$ cat src/shared/voice_host_pkg.sv
package voice_host_pkg;

    // ========================================================
    // Command codes (upper bits of a command byte)
    // ========================================================
    localparam logic [4:0] CMD_START_C   = 5'h00; // 0000_0xxx
    localparam logic [4:0] CMD_STOP_C    = 5'h01; // 0000_1xxx
    localparam logic [4:0] CMD_LOOP_C    = 5'h02; // 0001_0xxx
    localparam logic [4:0] CMD_OPTION_C  = 5'h03; // 0001_1xxx
    localparam logic [4:0] CMD_SILENCE_C = 5'h04;
    localparam logic [4:0] CMD_PHRASE_C  = 5'h05;
    localparam logic [4:0] CMD_DIRECT_C  = 5'h06;
    localparam logic [4:0] CMD_VOLUME_C  = 5'h07;
    localparam logic [4:0] CMD_PAN_C     = 5'h08;

    // ========================================================
    // Option byte fields
    // ========================================================
    localparam int OPT_LPF_BIT      = 0;
    localparam int OPT_FOLLOWER_BIT = 1;
    localparam logic [7:0] OPTION_RESET = 8'h00;

    // Fields of the 7th direct-address byte
    localparam int DIR_RATE_LSB = 4;
    localparam int DIR_ALGO_LSB = 2;

    // ========================================================
    // Sampling groups and decoding schemes
    // ========================================================
    typedef enum logic [1:0] {
        GRP_ONE   = 2'h0,
        GRP_TWO   = 2'h1,
        GRP_THREE = 2'h2
    } group_e;

    typedef enum logic [1:0] {
        ALG_ADPCM    = 2'h0,
        ALG_ADPCM2   = 2'h1,
        ALG_PCM8     = 2'h2,
        ALG_NONLIN8  = 2'h3
    } algo_e;

    localparam logic [1:0] GROUP_RESET = 2'h0;
    localparam int CHANNELS  = 8;
    localparam int DAC_WIDTH = 14;

    // Bytes written by the host, tagged command or subcommand
    typedef struct packed {
        logic       isSub;
        logic [7:0] data;
    } host_byte_s;

    // Per-channel setup sent to the playback engine
    typedef struct packed {
        logic [3:0] rateCode;
        algo_e      algo;
    } chan_cfg_s;

endpackage

$ cat src/rtl/voice_host_control.sv
`timescale 1ns/1ps
// Summary of operation
// (RULE_01) Phrase rate comes from its memory entry
// (RULE_02) Ten rates sorted into three groups
// (RULE_03) Host mixes same-group channels when filtering
// (RULE_04) Option command enables internal low-pass filter
// (RULE_05) First sounding channel fixes the group
// (RULE_06) Simultaneous starts: lowest channel sets group
// (RULE_07) Reset low means power-down and init
// (RULE_08) Crystal oscillator output pin low in power-down
// (RULE_09) External clock held low in power-down
// (RULE_10) Both audio outputs at ground in power-down
// (RULE_11) Reset held low during power-up
// (RULE_12) Four decoding schemes supported
// (RULE_13) ADPCM decodes one four-bit code per sample
// (RULE_14) Non-linear PCM expands to ten-bit centre
// (RULE_15) Fourteen-bit stereo held per sample period
// (RULE_16) Option selects direct or follower output
// (RULE_17) Interface pin selects parallel or serial
// (RULE_18) Parallel: nine commands, status register read
// (RULE_19) Serial: status on serial and nibble outputs
// (RULE_20) Serial mode reassigns the eight bus pins
// (RULE_21) Parallel writes framed, status driven on read
// (RULE_22) Command-select high means subcommand byte
// (RULE_23) Subcommands fill holding register, command moves
// (RULE_24) Serial bytes shifted in MSB first
// (RULE_25) Byte captured at write rising edge
module voice_host_control
    import voice_host_pkg::*;
(
    input  wire logic                  clk_sys,
    input  wire logic                  rst_n,
    input  wire logic                  serialSelect,
    input  wire logic                  cmdSelect,
    input  wire logic                  chipSelect_n,
    input  wire logic                  write_n,
    input  wire logic                  read_n,
    input  wire logic [7:0]            hostDataIn,
    output logic      [7:0]            hostDataOut,
    output logic      [7:0]            hostDataOe,
    input  wire logic [CHANNELS-1:0]   chanBusy,
    input  wire logic [CHANNELS-1:0]   chanRateValid,
    input  wire logic [3:0]            chanRateCode [CHANNELS],
    input  wire logic                  crystalFitted,
    input  wire logic [DAC_WIDTH-1:0]  leftSample,
    input  wire logic [DAC_WIDTH-1:0]  rightSample,
    input  wire logic                  sampleTick,
    output logic                       oscEnable,
    output logic                       oscillatorPinOut,
    output logic      [DAC_WIDTH-1:0]  leftAudioOut,
    output logic      [DAC_WIDTH-1:0]  rightAudioOut,
    output logic                       lpfEnable,
    output logic                       followerOut,
    output group_e                     activeGroup,
    output logic      [CHANNELS-1:0]   startPulse,
    output logic      [CHANNELS-1:0]   stopPulse,
    output logic      [CHANNELS-1:0]   loopPulse,
    output logic                       cfgLoad,
    output logic      [2:0]            cfgChannel,
    output logic      [7:0]            cfgData,
    output logic      [4:0]            cfgCommand,
    output chan_cfg_s                  directCfg
);

    // ========================================================
    // Pin synchronisers
    // ========================================================
    logic [13:0] syncA;
    logic [13:0] syncB;
    wire  [13:0] rawPins = {serialSelect, cmdSelect, chipSelect_n,
                            write_n, read_n, hostDataIn, crystalFitted};

    // Two flip-flops per pin before use
    always_ff @(posedge clk_sys) begin
        syncA <= rawPins;
        syncB <= syncA;
    end

    wire       isSerial = syncB[13];       // RULE_17
    wire       cmdLvl   = syncB[12];
    wire       csN      = syncB[11];
    wire       wrN      = syncB[10];
    wire       rdN      = syncB[9];
    wire [7:0] dataPins = syncB[8:1];
    wire       xtal     = syncB[0];
    wire       serData  = dataPins[7];     // RULE_20
    wire       serClk   = dataPins[6];     // RULE_20
    wire       bankSel  = dataPins[4];     // RULE_20

    // ========================================================
    // Edge detection and byte capture
    // ========================================================
    logic       wrPrev;
    logic       sclkPrev;
    logic [7:0] shiftReg;
    logic [7:0] readShift;

    wire wrRise   = wrN && !wrPrev && !csN;           // RULE_25
    wire sclkRise = serClk && !sclkPrev;
    wire [7:0] next_shiftReg = {shiftReg[6:0], serData}; // RULE_24
    wire [7:0] wrByte = isSerial ? shiftReg : dataPins;
    host_byte_s inByte;
    assign inByte = '{isSub: cmdLvl, data: wrByte};   // RULE_22

    // Edge history and serial shift
    always_ff @(posedge clk_sys) begin
        if (!rst_n) begin
            wrPrev   <= 1'b1;
            sclkPrev <= 1'b0;
            shiftReg <= 8'h00;
        end else begin
            wrPrev   <= wrN;
            sclkPrev <= serClk;
            if (isSerial && sclkRise && !csN && rdN) begin
                shiftReg <= next_shiftReg;  // RULE_24
            end
        end
    end

    // ========================================================
    // Command decode and holding register
    // ========================================================
    logic [7:0] tempHold [7];
    logic [2:0] holdCount;
    logic [7:0] optionReg;
    wire  [4:0] opCode  = inByte.data[7:3];
    wire  [2:0] opChan  = inByte.data[2:0];
    wire        doCmd   = wrRise && !inByte.isSub;  // RULE_23
    wire        doSub   = wrRise && inByte.isSub;   // RULE_23
    wire [CHANNELS-1:0] chanMask = tempHold[0];
    wire        knownOp = opCode <= CMD_PAN_C;      // RULE_18

    // Subcommand bytes pile into the holding register
    always_ff @(posedge clk_sys) begin
        if (!rst_n) begin
            holdCount <= 3'h0;
            for (int i = 0; i < 7; i++) tempHold[i] <= 8'h00;
        end else if (doSub) begin
            tempHold[holdCount] <= inByte.data;   // RULE_23
            holdCount <= (holdCount == 3'h6) ? 3'h0 : holdCount + 3'h1;
        end else if (doCmd) begin
            holdCount <= 3'h0;
        end
    end

    // Command execution moves held data to function registers
    always_ff @(posedge clk_sys) begin
        if (!rst_n) begin
            optionReg  <= OPTION_RESET;           // RULE_07
            startPulse <= '0;
            stopPulse  <= '0;
            loopPulse  <= '0;
            cfgLoad    <= 1'b0;
            cfgChannel <= 3'h0;
            cfgData    <= 8'h00;
            cfgCommand <= 5'h00;
            directCfg  <= '0;
        end else begin
            startPulse <= (doCmd && opCode == CMD_START_C) ? chanMask : '0;
            stopPulse  <= (doCmd && opCode == CMD_STOP_C) ? chanMask : '0;
            loopPulse  <= (doCmd && opCode == CMD_LOOP_C) ? chanMask : '0;
            cfgLoad    <= doCmd && knownOp && opCode >= CMD_SILENCE_C;
            if (doCmd && knownOp) begin           // RULE_23
                cfgChannel <= opChan;
                cfgData    <= tempHold[0];
                cfgCommand <= opCode;
                if (opCode == CMD_OPTION_C)
                    optionReg <= tempHold[0];     // RULE_04
                if (opCode == CMD_DIRECT_C) begin
                    directCfg.rateCode <= tempHold[6][7:DIR_RATE_LSB];
                    directCfg.algo <= algo_e'(tempHold[6][3:DIR_ALGO_LSB]);
                end  // RULE_12 RULE_13 RULE_14
            end
        end
    end

    assign lpfEnable   = optionReg[OPT_LPF_BIT];      // RULE_04
    assign followerOut = optionReg[OPT_FOLLOWER_BIT]; // RULE_16

    // ========================================================
    // Sampling group selection
    // ========================================================
    group_e chanGroup [CHANNELS];
    genvar g;
    for (g = 0; g < CHANNELS; g++) begin : groupMap
        // Map rate code to its group
        assign chanGroup[g] =
            (chanRateCode[g] inside {4'h0, 4'h3, 4'h6, 4'h9}) ? GRP_ONE :
            (chanRateCode[g] inside {4'h1, 4'h4, 4'h7}) ? GRP_TWO :
            GRP_THREE;                                // RULE_02
    end

    // Lowest started channel among simultaneous starts
    logic [2:0] firstIdx;
    always_comb begin
        firstIdx = 3'h0;
        for (int i = CHANNELS - 1; i >= 0; i--)
            if (startPulse[i]) firstIdx = 3'(i);    // RULE_06
    end

    wire anyPlaying = |chanBusy;
    logic groupLocked;

    // First sounding channel fixes the group for the mix
    always_ff @(posedge clk_sys) begin
        if (!rst_n) begin
            activeGroup <= group_e'(GROUP_RESET);
            groupLocked <= 1'b0;
        end else if (!groupLocked && |startPulse
                     && chanRateValid[firstIdx]) begin
            activeGroup <= chanGroup[firstIdx];     // RULE_05 RULE_01
            groupLocked <= 1'b1;
        end else if (groupLocked && !anyPlaying && !(|startPulse)) begin
            groupLocked <= 1'b0;
        end
    end

    // ========================================================
    // Status and data bus
    // ========================================================
    logic [7:0] statusReg;
    wire        readSel = !csN && !rdN;
    logic       readPrev;
    wire [3:0]  nibble  = bankSel ? statusReg[7:4] : statusReg[3:0];

    // Status register and serial read shifter
    always_ff @(posedge clk_sys) begin
        if (!rst_n) begin
            statusReg <= 8'h00;
            readShift <= 8'h00;
            readPrev  <= 1'b0;
        end else begin
            statusReg <= chanBusy;                  // RULE_18
            readPrev  <= readSel;
            if (readSel && !readPrev)
                readShift <= statusReg;
            else if (readSel && sclkRise)
                readShift <= {readShift[6:0], 1'b0}; // RULE_19
        end
    end

    // Bus drive: parallel read or serial status pins
    always_comb begin
        hostDataOut = 8'h00;
        hostDataOe  = 8'h00;
        if (!rst_n) begin
            hostDataOe = 8'h00;
        end else if (!isSerial) begin
            hostDataOut = statusReg;                // RULE_21
            hostDataOe  = readSel ? 8'hFF : 8'h00;
        end else begin
            hostDataOut = {2'h0, readShift[7], 1'b0, nibble};
            hostDataOe  = 8'h2F;                    // RULE_20 RULE_19
        end
    end

    // ========================================================
    // Power-down and audio output
    // ========================================================
    // Step output held one sample period, grounded in reset
    always_ff @(posedge clk_sys) begin
        if (!rst_n) begin
            leftAudioOut  <= '0;                    // RULE_10
            rightAudioOut <= '0;
        end else if (sampleTick) begin
            leftAudioOut  <= leftSample;            // RULE_15
            rightAudioOut <= rightSample;
        end
    end

    assign oscEnable        = rst_n;                // RULE_07
    assign oscillatorPinOut = rst_n && xtal;        // RULE_08

    // ========================================================
    // Checks
    // ========================================================
    audio_ground_a: assert property (@(posedge clk_sys) // RULE_10
        !rst_n |=> leftAudioOut == '0 && rightAudioOut == '0)
        else $error("Audio not grounded in power-down");
    audio_hold_a: assert property (@(posedge clk_sys) // RULE_15
        disable iff (!rst_n) !sampleTick
        |=> $stable(leftAudioOut) && $stable(rightAudioOut))
        else $error("Audio changed between samples");
    osc_low_a: assert property (@(posedge clk_sys) // RULE_08
        !rst_n |-> !oscillatorPinOut && !oscEnable)
        else $error("Oscillator pin active in power-down");
    opt_load_a: assert property (@(posedge clk_sys) // RULE_04
        disable iff (!rst_n) doCmd && opCode == CMD_OPTION_C
        |=> lpfEnable == $past(tempHold[0][OPT_LPF_BIT]))
        else $error("Filter option not applied");
    start_mask_a: assert property (@(posedge clk_sys) // RULE_23
        disable iff (!rst_n) doCmd && opCode == CMD_START_C
        |=> startPulse == $past(chanMask))
        else $error("Start mask wrong");
    sub_nocmd_a: assert property (@(posedge clk_sys) // RULE_22
        disable iff (!rst_n) doSub |=> startPulse == '0 && !cfgLoad)
        else $error("Subcommand executed");
    par_read_a: assert property (@(posedge clk_sys) // RULE_21
        disable iff (!rst_n) !isSerial && readSel |-> hostDataOe == 8'hFF)
        else $error("Status not driven on read");
    ser_pins_a: assert property (@(posedge clk_sys) // RULE_20
        disable iff (!rst_n) isSerial
        |-> hostDataOe[7:6] == 2'h0 && !hostDataOe[4])
        else $error("Serial inputs driven");
    group_pick_a: assert property (@(posedge clk_sys) // RULE_06
        disable iff (!rst_n) !groupLocked && |startPulse
        && chanRateValid[firstIdx]
        |=> activeGroup == $past(chanGroup[firstIdx]))
        else $error("Wrong group adopted");
    cov_start_c: cover property (@(posedge clk_sys) |startPulse);
    cov_opt_c: cover property (@(posedge clk_sys) $rose(lpfEnable));
    cov_ser_c: cover property (@(posedge clk_sys) isSerial && sclkRise);
    cov_multi_c: cover property (@(posedge clk_sys)
        $countones(startPulse) > 1);

endmodule // voice_host_control

$ cat config.mk
export PLATFORM = sky130hd
export DESIGN_NAME = voice_host_control
export DESIGN_NICKNAME = d
export VERILOG_FILES = /design/src/shared/voice_host_pkg.sv /design/src/rtl/voice_host_control.sv
export SDC_FILE = /design/constraint.sdc
export NUM_CORES = 1
export LEC_CHECK = 0
export BUFFER_PORTS_ARGS = -buffer_cell sky130_fd_sc_hd__buf_4
export CAP_MARGIN = 10
export CORE_UTILIZATION = 40
export DETAILED_ROUTE_END_ITERATION = 12
export PLACE_DENSITY = 0.73
export SETUP_SLACK_MARGIN = 0.5
export SYNTH_ARGS = -nofsm -noshare
export SYNTH_HDL_FRONTEND = slang
export SYNTH_SLANG_ARGS = --single-unit
$ cat constraint.sdc
create_clock -name clk_sys -period 2.85 [get_ports clk_sys]
set_clock_uncertainty 0.15 [all_clocks]
set_input_delay 0.57 -clock clk_sys [delete_from_list [all_inputs] [get_ports clk_sys]]
set_output_delay 0.57 -clock clk_sys [all_outputs]
set_load 0.01 [all_outputs]
# [Word-level counts from Yosys, hierarchy flattened]
# Memories as Yosys holds them, arrays and structs flattened. A register that Yosys moved wholly into a read port is not among the register bits.
# Index checks and enable logic that the tools add are counted.
[classes] n_reduce_logical=67 n_addsub=1 order_cmp=4 eq_ne=53 n_mux=50 bitwise_logic=1
[op_table] op="$eq A4 B3 Y1 const B" count=24
[op_table] op="$mux W8" count=9
[op_table] op="$mux W2" count=18
[op_table] op="$mux W3" count=12
[op_table] op="$eq A4 B1 Y1 const B" count=8
[op_table] op="$eq A4 B2 Y1 const B" count=8
[op_table] op="$eq A4 B4 Y1 const B" count=8
[op_table] op="$logic_not A4 Y1" count=8
[op_table] op="$reduce_bool A4 Y1" count=8
[op_table] op="$reduce_bool A3 Y1" count=8
[op_table] op="$reduce_or A8 Y1" count=3
[op_table] op="$logic_and A1 B1 Y1" count=21
[op_table] op="$eq A5 B2 Y1 const B" count=2
[op_table] op="$logic_not A1 Y1" count=10
[op_table] op="$reduce_and A2 Y1" count=5
[op_table] op="$mux W1" count=8
[op_table] op="$bmux W2 S3" count=1
[op_table] op="$reduce_bool A2 Y1" count=3
[op_table] op="$eq A5 B1 Y1 const B" count=1
[op_table] op="$eq A5 B3 Y1 const B" count=1
[op_table] op="$ge A5 B3 Y1 const B" count=1
[op_table] op="$le A5 B4 Y1 const B" count=1
[op_table] op="$logic_not A5 Y1" count=1
[op_table] op="$ge A4 B4 Y1 const B" count=1
[op_table] op="6 further kinds" count=6
[totals] input_bits=93 register_bits=132 ramBits=56 mem_count=1
[mem_list] name="tempHold" words=7 word_bits=8 read_ports=2 rd_clocked_by_memory_dff=1 write_ports=7 line="voice_host_control.sv:123" source="logic [7:0] tempHold [7];"

# [Longest topological paths before layout]
[depth] word_depth=12 depth_mapped=8 mapped_depth_nobuf=6

# [Worst setup path after synthesis]
# No wires, ideal clock.
[synth_timing] path_type="in2out" startpoint="input rst_n" endpoint="output hostDataOe[6]" arrival_ns=2.035 path_stages=5 required_time_ns=2.130 path_slack_ns=0.095 cell_sequence="clkbuf_1 > clkinv_1 > clkbuf_1 > nor4_1 > buf_4"
[synth_between] elab_chain_len=1
[synth_rtl] element="from (decl)" line="voice_host_control.sv:32" source="input wire logic rst_n,"
[synth_rtl] element="$mux W8" line="voice_host_control.sv:246" source="if (!rst_n) begin"
[synth_rtl] element="to (decl)" line="voice_host_control.sv:40" source="output logic [7:0] hostDataOe,"
# Every way passes these cells.

# [Worst setup path after layout]
[layout_timing] startpoint="register syncB[13]" endpoint="output hostDataOut[0]"
[layout_between] elab_chain_len=2
[layout_rtl] element="from (decl)" line="voice_host_control.sv:69" source="logic [13:0] syncB;"
[layout_rtl] element="from (signal assigned)" line="voice_host_control.sv:76" source="syncB <= syncA;"
[layout_rtl] element="$mux W8" line="voice_host_control.sv:248" source="end else if (!isSerial) begin"
[layout_rtl] element="$mux W8" line="voice_host_control.sv:246"
[layout_rtl] element="to (decl)" line="voice_host_control.sv:39" source="output logic [7:0] hostDataOut,"
# Every way passes these cells.

==> metrics <==
P&R area growth vs syn 38.0%; DRC Markers 0; final wirelength ~15000 um; share of the synthesized area in the top cell type ~49%; syn nets between 600 and 700; Root Buffer clkbuf_16; CP Class register to output pin; Distinct cells, synth 54; Int Pwr around 3.7 mW; Die Area roughly 15000 um2; setup slack, reg-to-reg 0.60 ns; IO buf count between 150 and 200; non-filler cells, final approximately 980; GRT overflow 0; Main synth FF type dfxtp_1; area occupied by multi-input gates ~2700 um2; Setup violations, final 0; CTS tree yes; RePlAce Congestion approximately 0.9; setup_tns 0 ns; Max Clk Rate ~440 MHz; initial antenna violation count 0; DR iter-0 viols between 200 and 250; Worst Tran Pin Value a little under 0.7 ns; clk buf depth 2; leading area contributor after synthesis dfxtp_1; number of flops mapped to enable cells by yosys 8; async set-reset flop share out of synthesis 0%; P_sw 1.12 mW; yosys warns 0; Final nets ~870; largest net degree at the start of global routing 42; DR vias approximately 4900; clock share of power 44.4%; routed vias/inst just over 5; Crit. End Element output pin; share of layout cells above drive strength 1 between 30% and 40%; min Tclk post-route about 2.3 ns; number of global-route vias before repair between 4000 and 5000; sequential fraction of the synthesis area a little over half; # fillers about 1300; global-route wire length before repair about 23000 um; final critical-path share of the clock period 79.0%; VDD IR max 0.464 mV; maxcap violations 0; DP HPWL ~11000 um; H-tree depth 4; post-synthesis instance area 5940 um2; CP Launch Type register; Leakage 3.60 nW; power share of the sequential group between 40 and 50%; maximum fanout along the worst path 12; Max-slew headroom 53.7%; register area approximately 3100 um2; max-slew violation count 0; die height between 100 and 150 um; status finished, final reports clean; Comb power frac 8.8%; Hold WC Path Type input pin to register; Cells after Synth around 590; Pwr per Cell Area 588 nW/um2; Hold Vio Cnt, Final 0; CP required around 2.1 ns; Num CTS Buffers 17; I/O pins 190; ant diodes 0; Starting Density roughly two fifths; Worst-Skew Late Latency ~0.42 ns; synthesized area per cell 10.1 um2; Seq cells post-synth roughly 150; final core occ a little under three fifths; WL per Instance 15.4 um; Die Wd 124 um; # clock sinks 152; synth top area cells dfxtp_1 (49%), mux2i_1 (12%), nor2_1 (6.3%); CP Data Arrival Time between 1.5 and 2 ns; clock transition at the registers of the reported paths 0.06 ns; Core Region 14500 um2; Placed Cells about 940; RSZ-0062 raised after global routing false; row count 44; drt pass-1 iters 4; Sw Ratio a little under a quarter; Post-DRT Antenna Nets 0; gr usage total 19.4%
## critical path: stages (launching register included)
cell	delay, ns
dfxtp_4	0.39
buf_4	0.20
nand2_2	0.09
nand2_1	0.06
a21oi_1	0.20
buf_4	0.16
## path summary, 6_finish.rpt
check,startpoint,to,cells past startpoint
max reg2reg,syncB[11],tempHold[0][4],5
min reg2reg,syncA[8],syncB[8],0
min,hostDataIn[6],syncA[7],1
max,syncB[13],hostDataOut[0],5
## sequential cells by signal, summed over array words and instances (netlist names), 2 cells and up
| signal | flops |
|---|---|
| stopPulse | 8 |
| shiftReg | 8 |
| syncB | 14 |
| leftAudioOut | 14 |
| cfgChannel | 3 |
| cfgCommand | 5 |
| loopPulse | 8 |
| rightAudioOut | 14 |
| tempHold | 14 |
| readShift | 8 |
| holdCount | 3 |
| directCfg | 6 |
| cfgData | 8 |
| optionReg | 2 |
| syncA | 14 |
| statusReg | 8 |
| activeGroup | 2 |
| startPulse | 8 |
## area by class of cell
| class | instances | share of cell area (%) |
|---|---|---|
| clock buffers | 20 | 5.59 |
| inverters | 11 | 0.519 |
| flip-flops and latches | 152 | 38.1 |
| clock inverters | 12 | 1.43 |
| repair buffers | 206 | 18.9 |
| multi-input cells | 393 | 32.6 |
| well taps | 184 | 2.81 |
## per-layer routing
layer  GRT usage, %  vias to the layer above  part of all wire, %
met4           7.08                        0                  1.4
li1               -                     2427                    -
met3           4.12                       17                  4.4
met2           33.1                      130                   50
met5              0                        -                    0
met1           24.1                     2362                   44
## cells in the mapped netlist (2+ instances only)
master / instances
a32o_1: 5
nand2_1: 18
and3_1: 5
a41oi_1: 2
clkbuf_1: 14
inv_1: 10
nor3_1: 5
nand3_1: 7
xnor2_1: 6
nand3b_1: 5
dfxtp_1: 144
a22o_1: 4
buf_4: 7
nor4_1: 6
mux2i_1: 70
o21bai_1: 4
nor2b_1: 15
o211ai_1: 7
o21ai_0: 5
o311ai_0: 2
a21oi_1: 21
a211o_1: 7
edfxtp_1: 8
a211oi_1: 23
nand2b_1: 8
nor3b_1: 6
nor2_1: 99
and2_1: 38
buf_1: 7
buf_2: 4
or3_1: 2
o21a_1: 3
## logic make-up after synthesis
kind of cell / share of synthesized area [%]
buf+inv: 3.43
flops: 52.6
compound gates: 11.4
simple gates: 19.3
xor+xnor: 0.885
mux: 12.4
## what timing repair did
item                       in CTS  in global routing
hold buffers                    0                  0
setup buffers                   0                  2
resized for setup               5                  8
hold endpoints to repair        0                  0
pin swaps                       1                  2
setup endpoints to repair      55                 52
## layout by cell type (no fill, tap or decap), types with 3 or more instances in the layout
master	Yosys	final
a211o_1	7	7
a211oi_1	23	23
a21oi_1	21	21
a22o_1	4	4
a32o_1	5	5
and2_1	38	38
and3_1	5	5
buf_4	7	206
clkbuf_16	0	18
clkinvlp_4	0	7
dfxtp_1	144	143
edfxtp_1	8	8
inv_1	10	10
inv_6	0	3
mux2i_1	70	69
nand2_1	18	16
nand2b_1	8	8
nand3_1	7	7
nand3b_1	5	5
nor2_1	99	97
nor2b_1	15	15
nor3_1	5	4
nor3b_1	6	6
nor4_1	6	3
nor4_2	1	3
o211ai_1	7	7
o21a_1	3	3
o21ai_0	5	5
o21bai_1	4	4
xnor2_1	6	6
## power by group through the flow
stage | clock network (mW) | logic [mW] | registers [mW]
4_1_cts | 2.17 | 0.425 | 2.26
3_5_place_dp | 0 | 0.421 | 2.30
6_report | 2.14 | 0.425 | 2.26
3_3_place_gp | 0 | 0.409 | 2.30
5_1_grt | 2.28 | 0.462 | 2.26
2_1_floorplan | 0 | 0.202 | 2.30
## metrics by stage
| step | cell area, um2 | hold slack, ns | setup WS, ns | total power, mW |
|---|---|---|---|---|
| floorplan | 5970 | 0.160 | 0.538 | 2.50 |
| global placement | 7560 | 0.160 | 0.371 | 2.71 |
| detailed placement | 7560 | 0.162 | 0.237 | 2.72 |
| CTS | 8160 | 0.0895 | 0.507 | 4.86 |
| global route | 8200 | 0.0878 | 0.503 | 5.01 |
| finish | 8200 | 0.101 | 0.600 | 4.82 |
No activity file was read; power rests on OpenSTA's default activity.
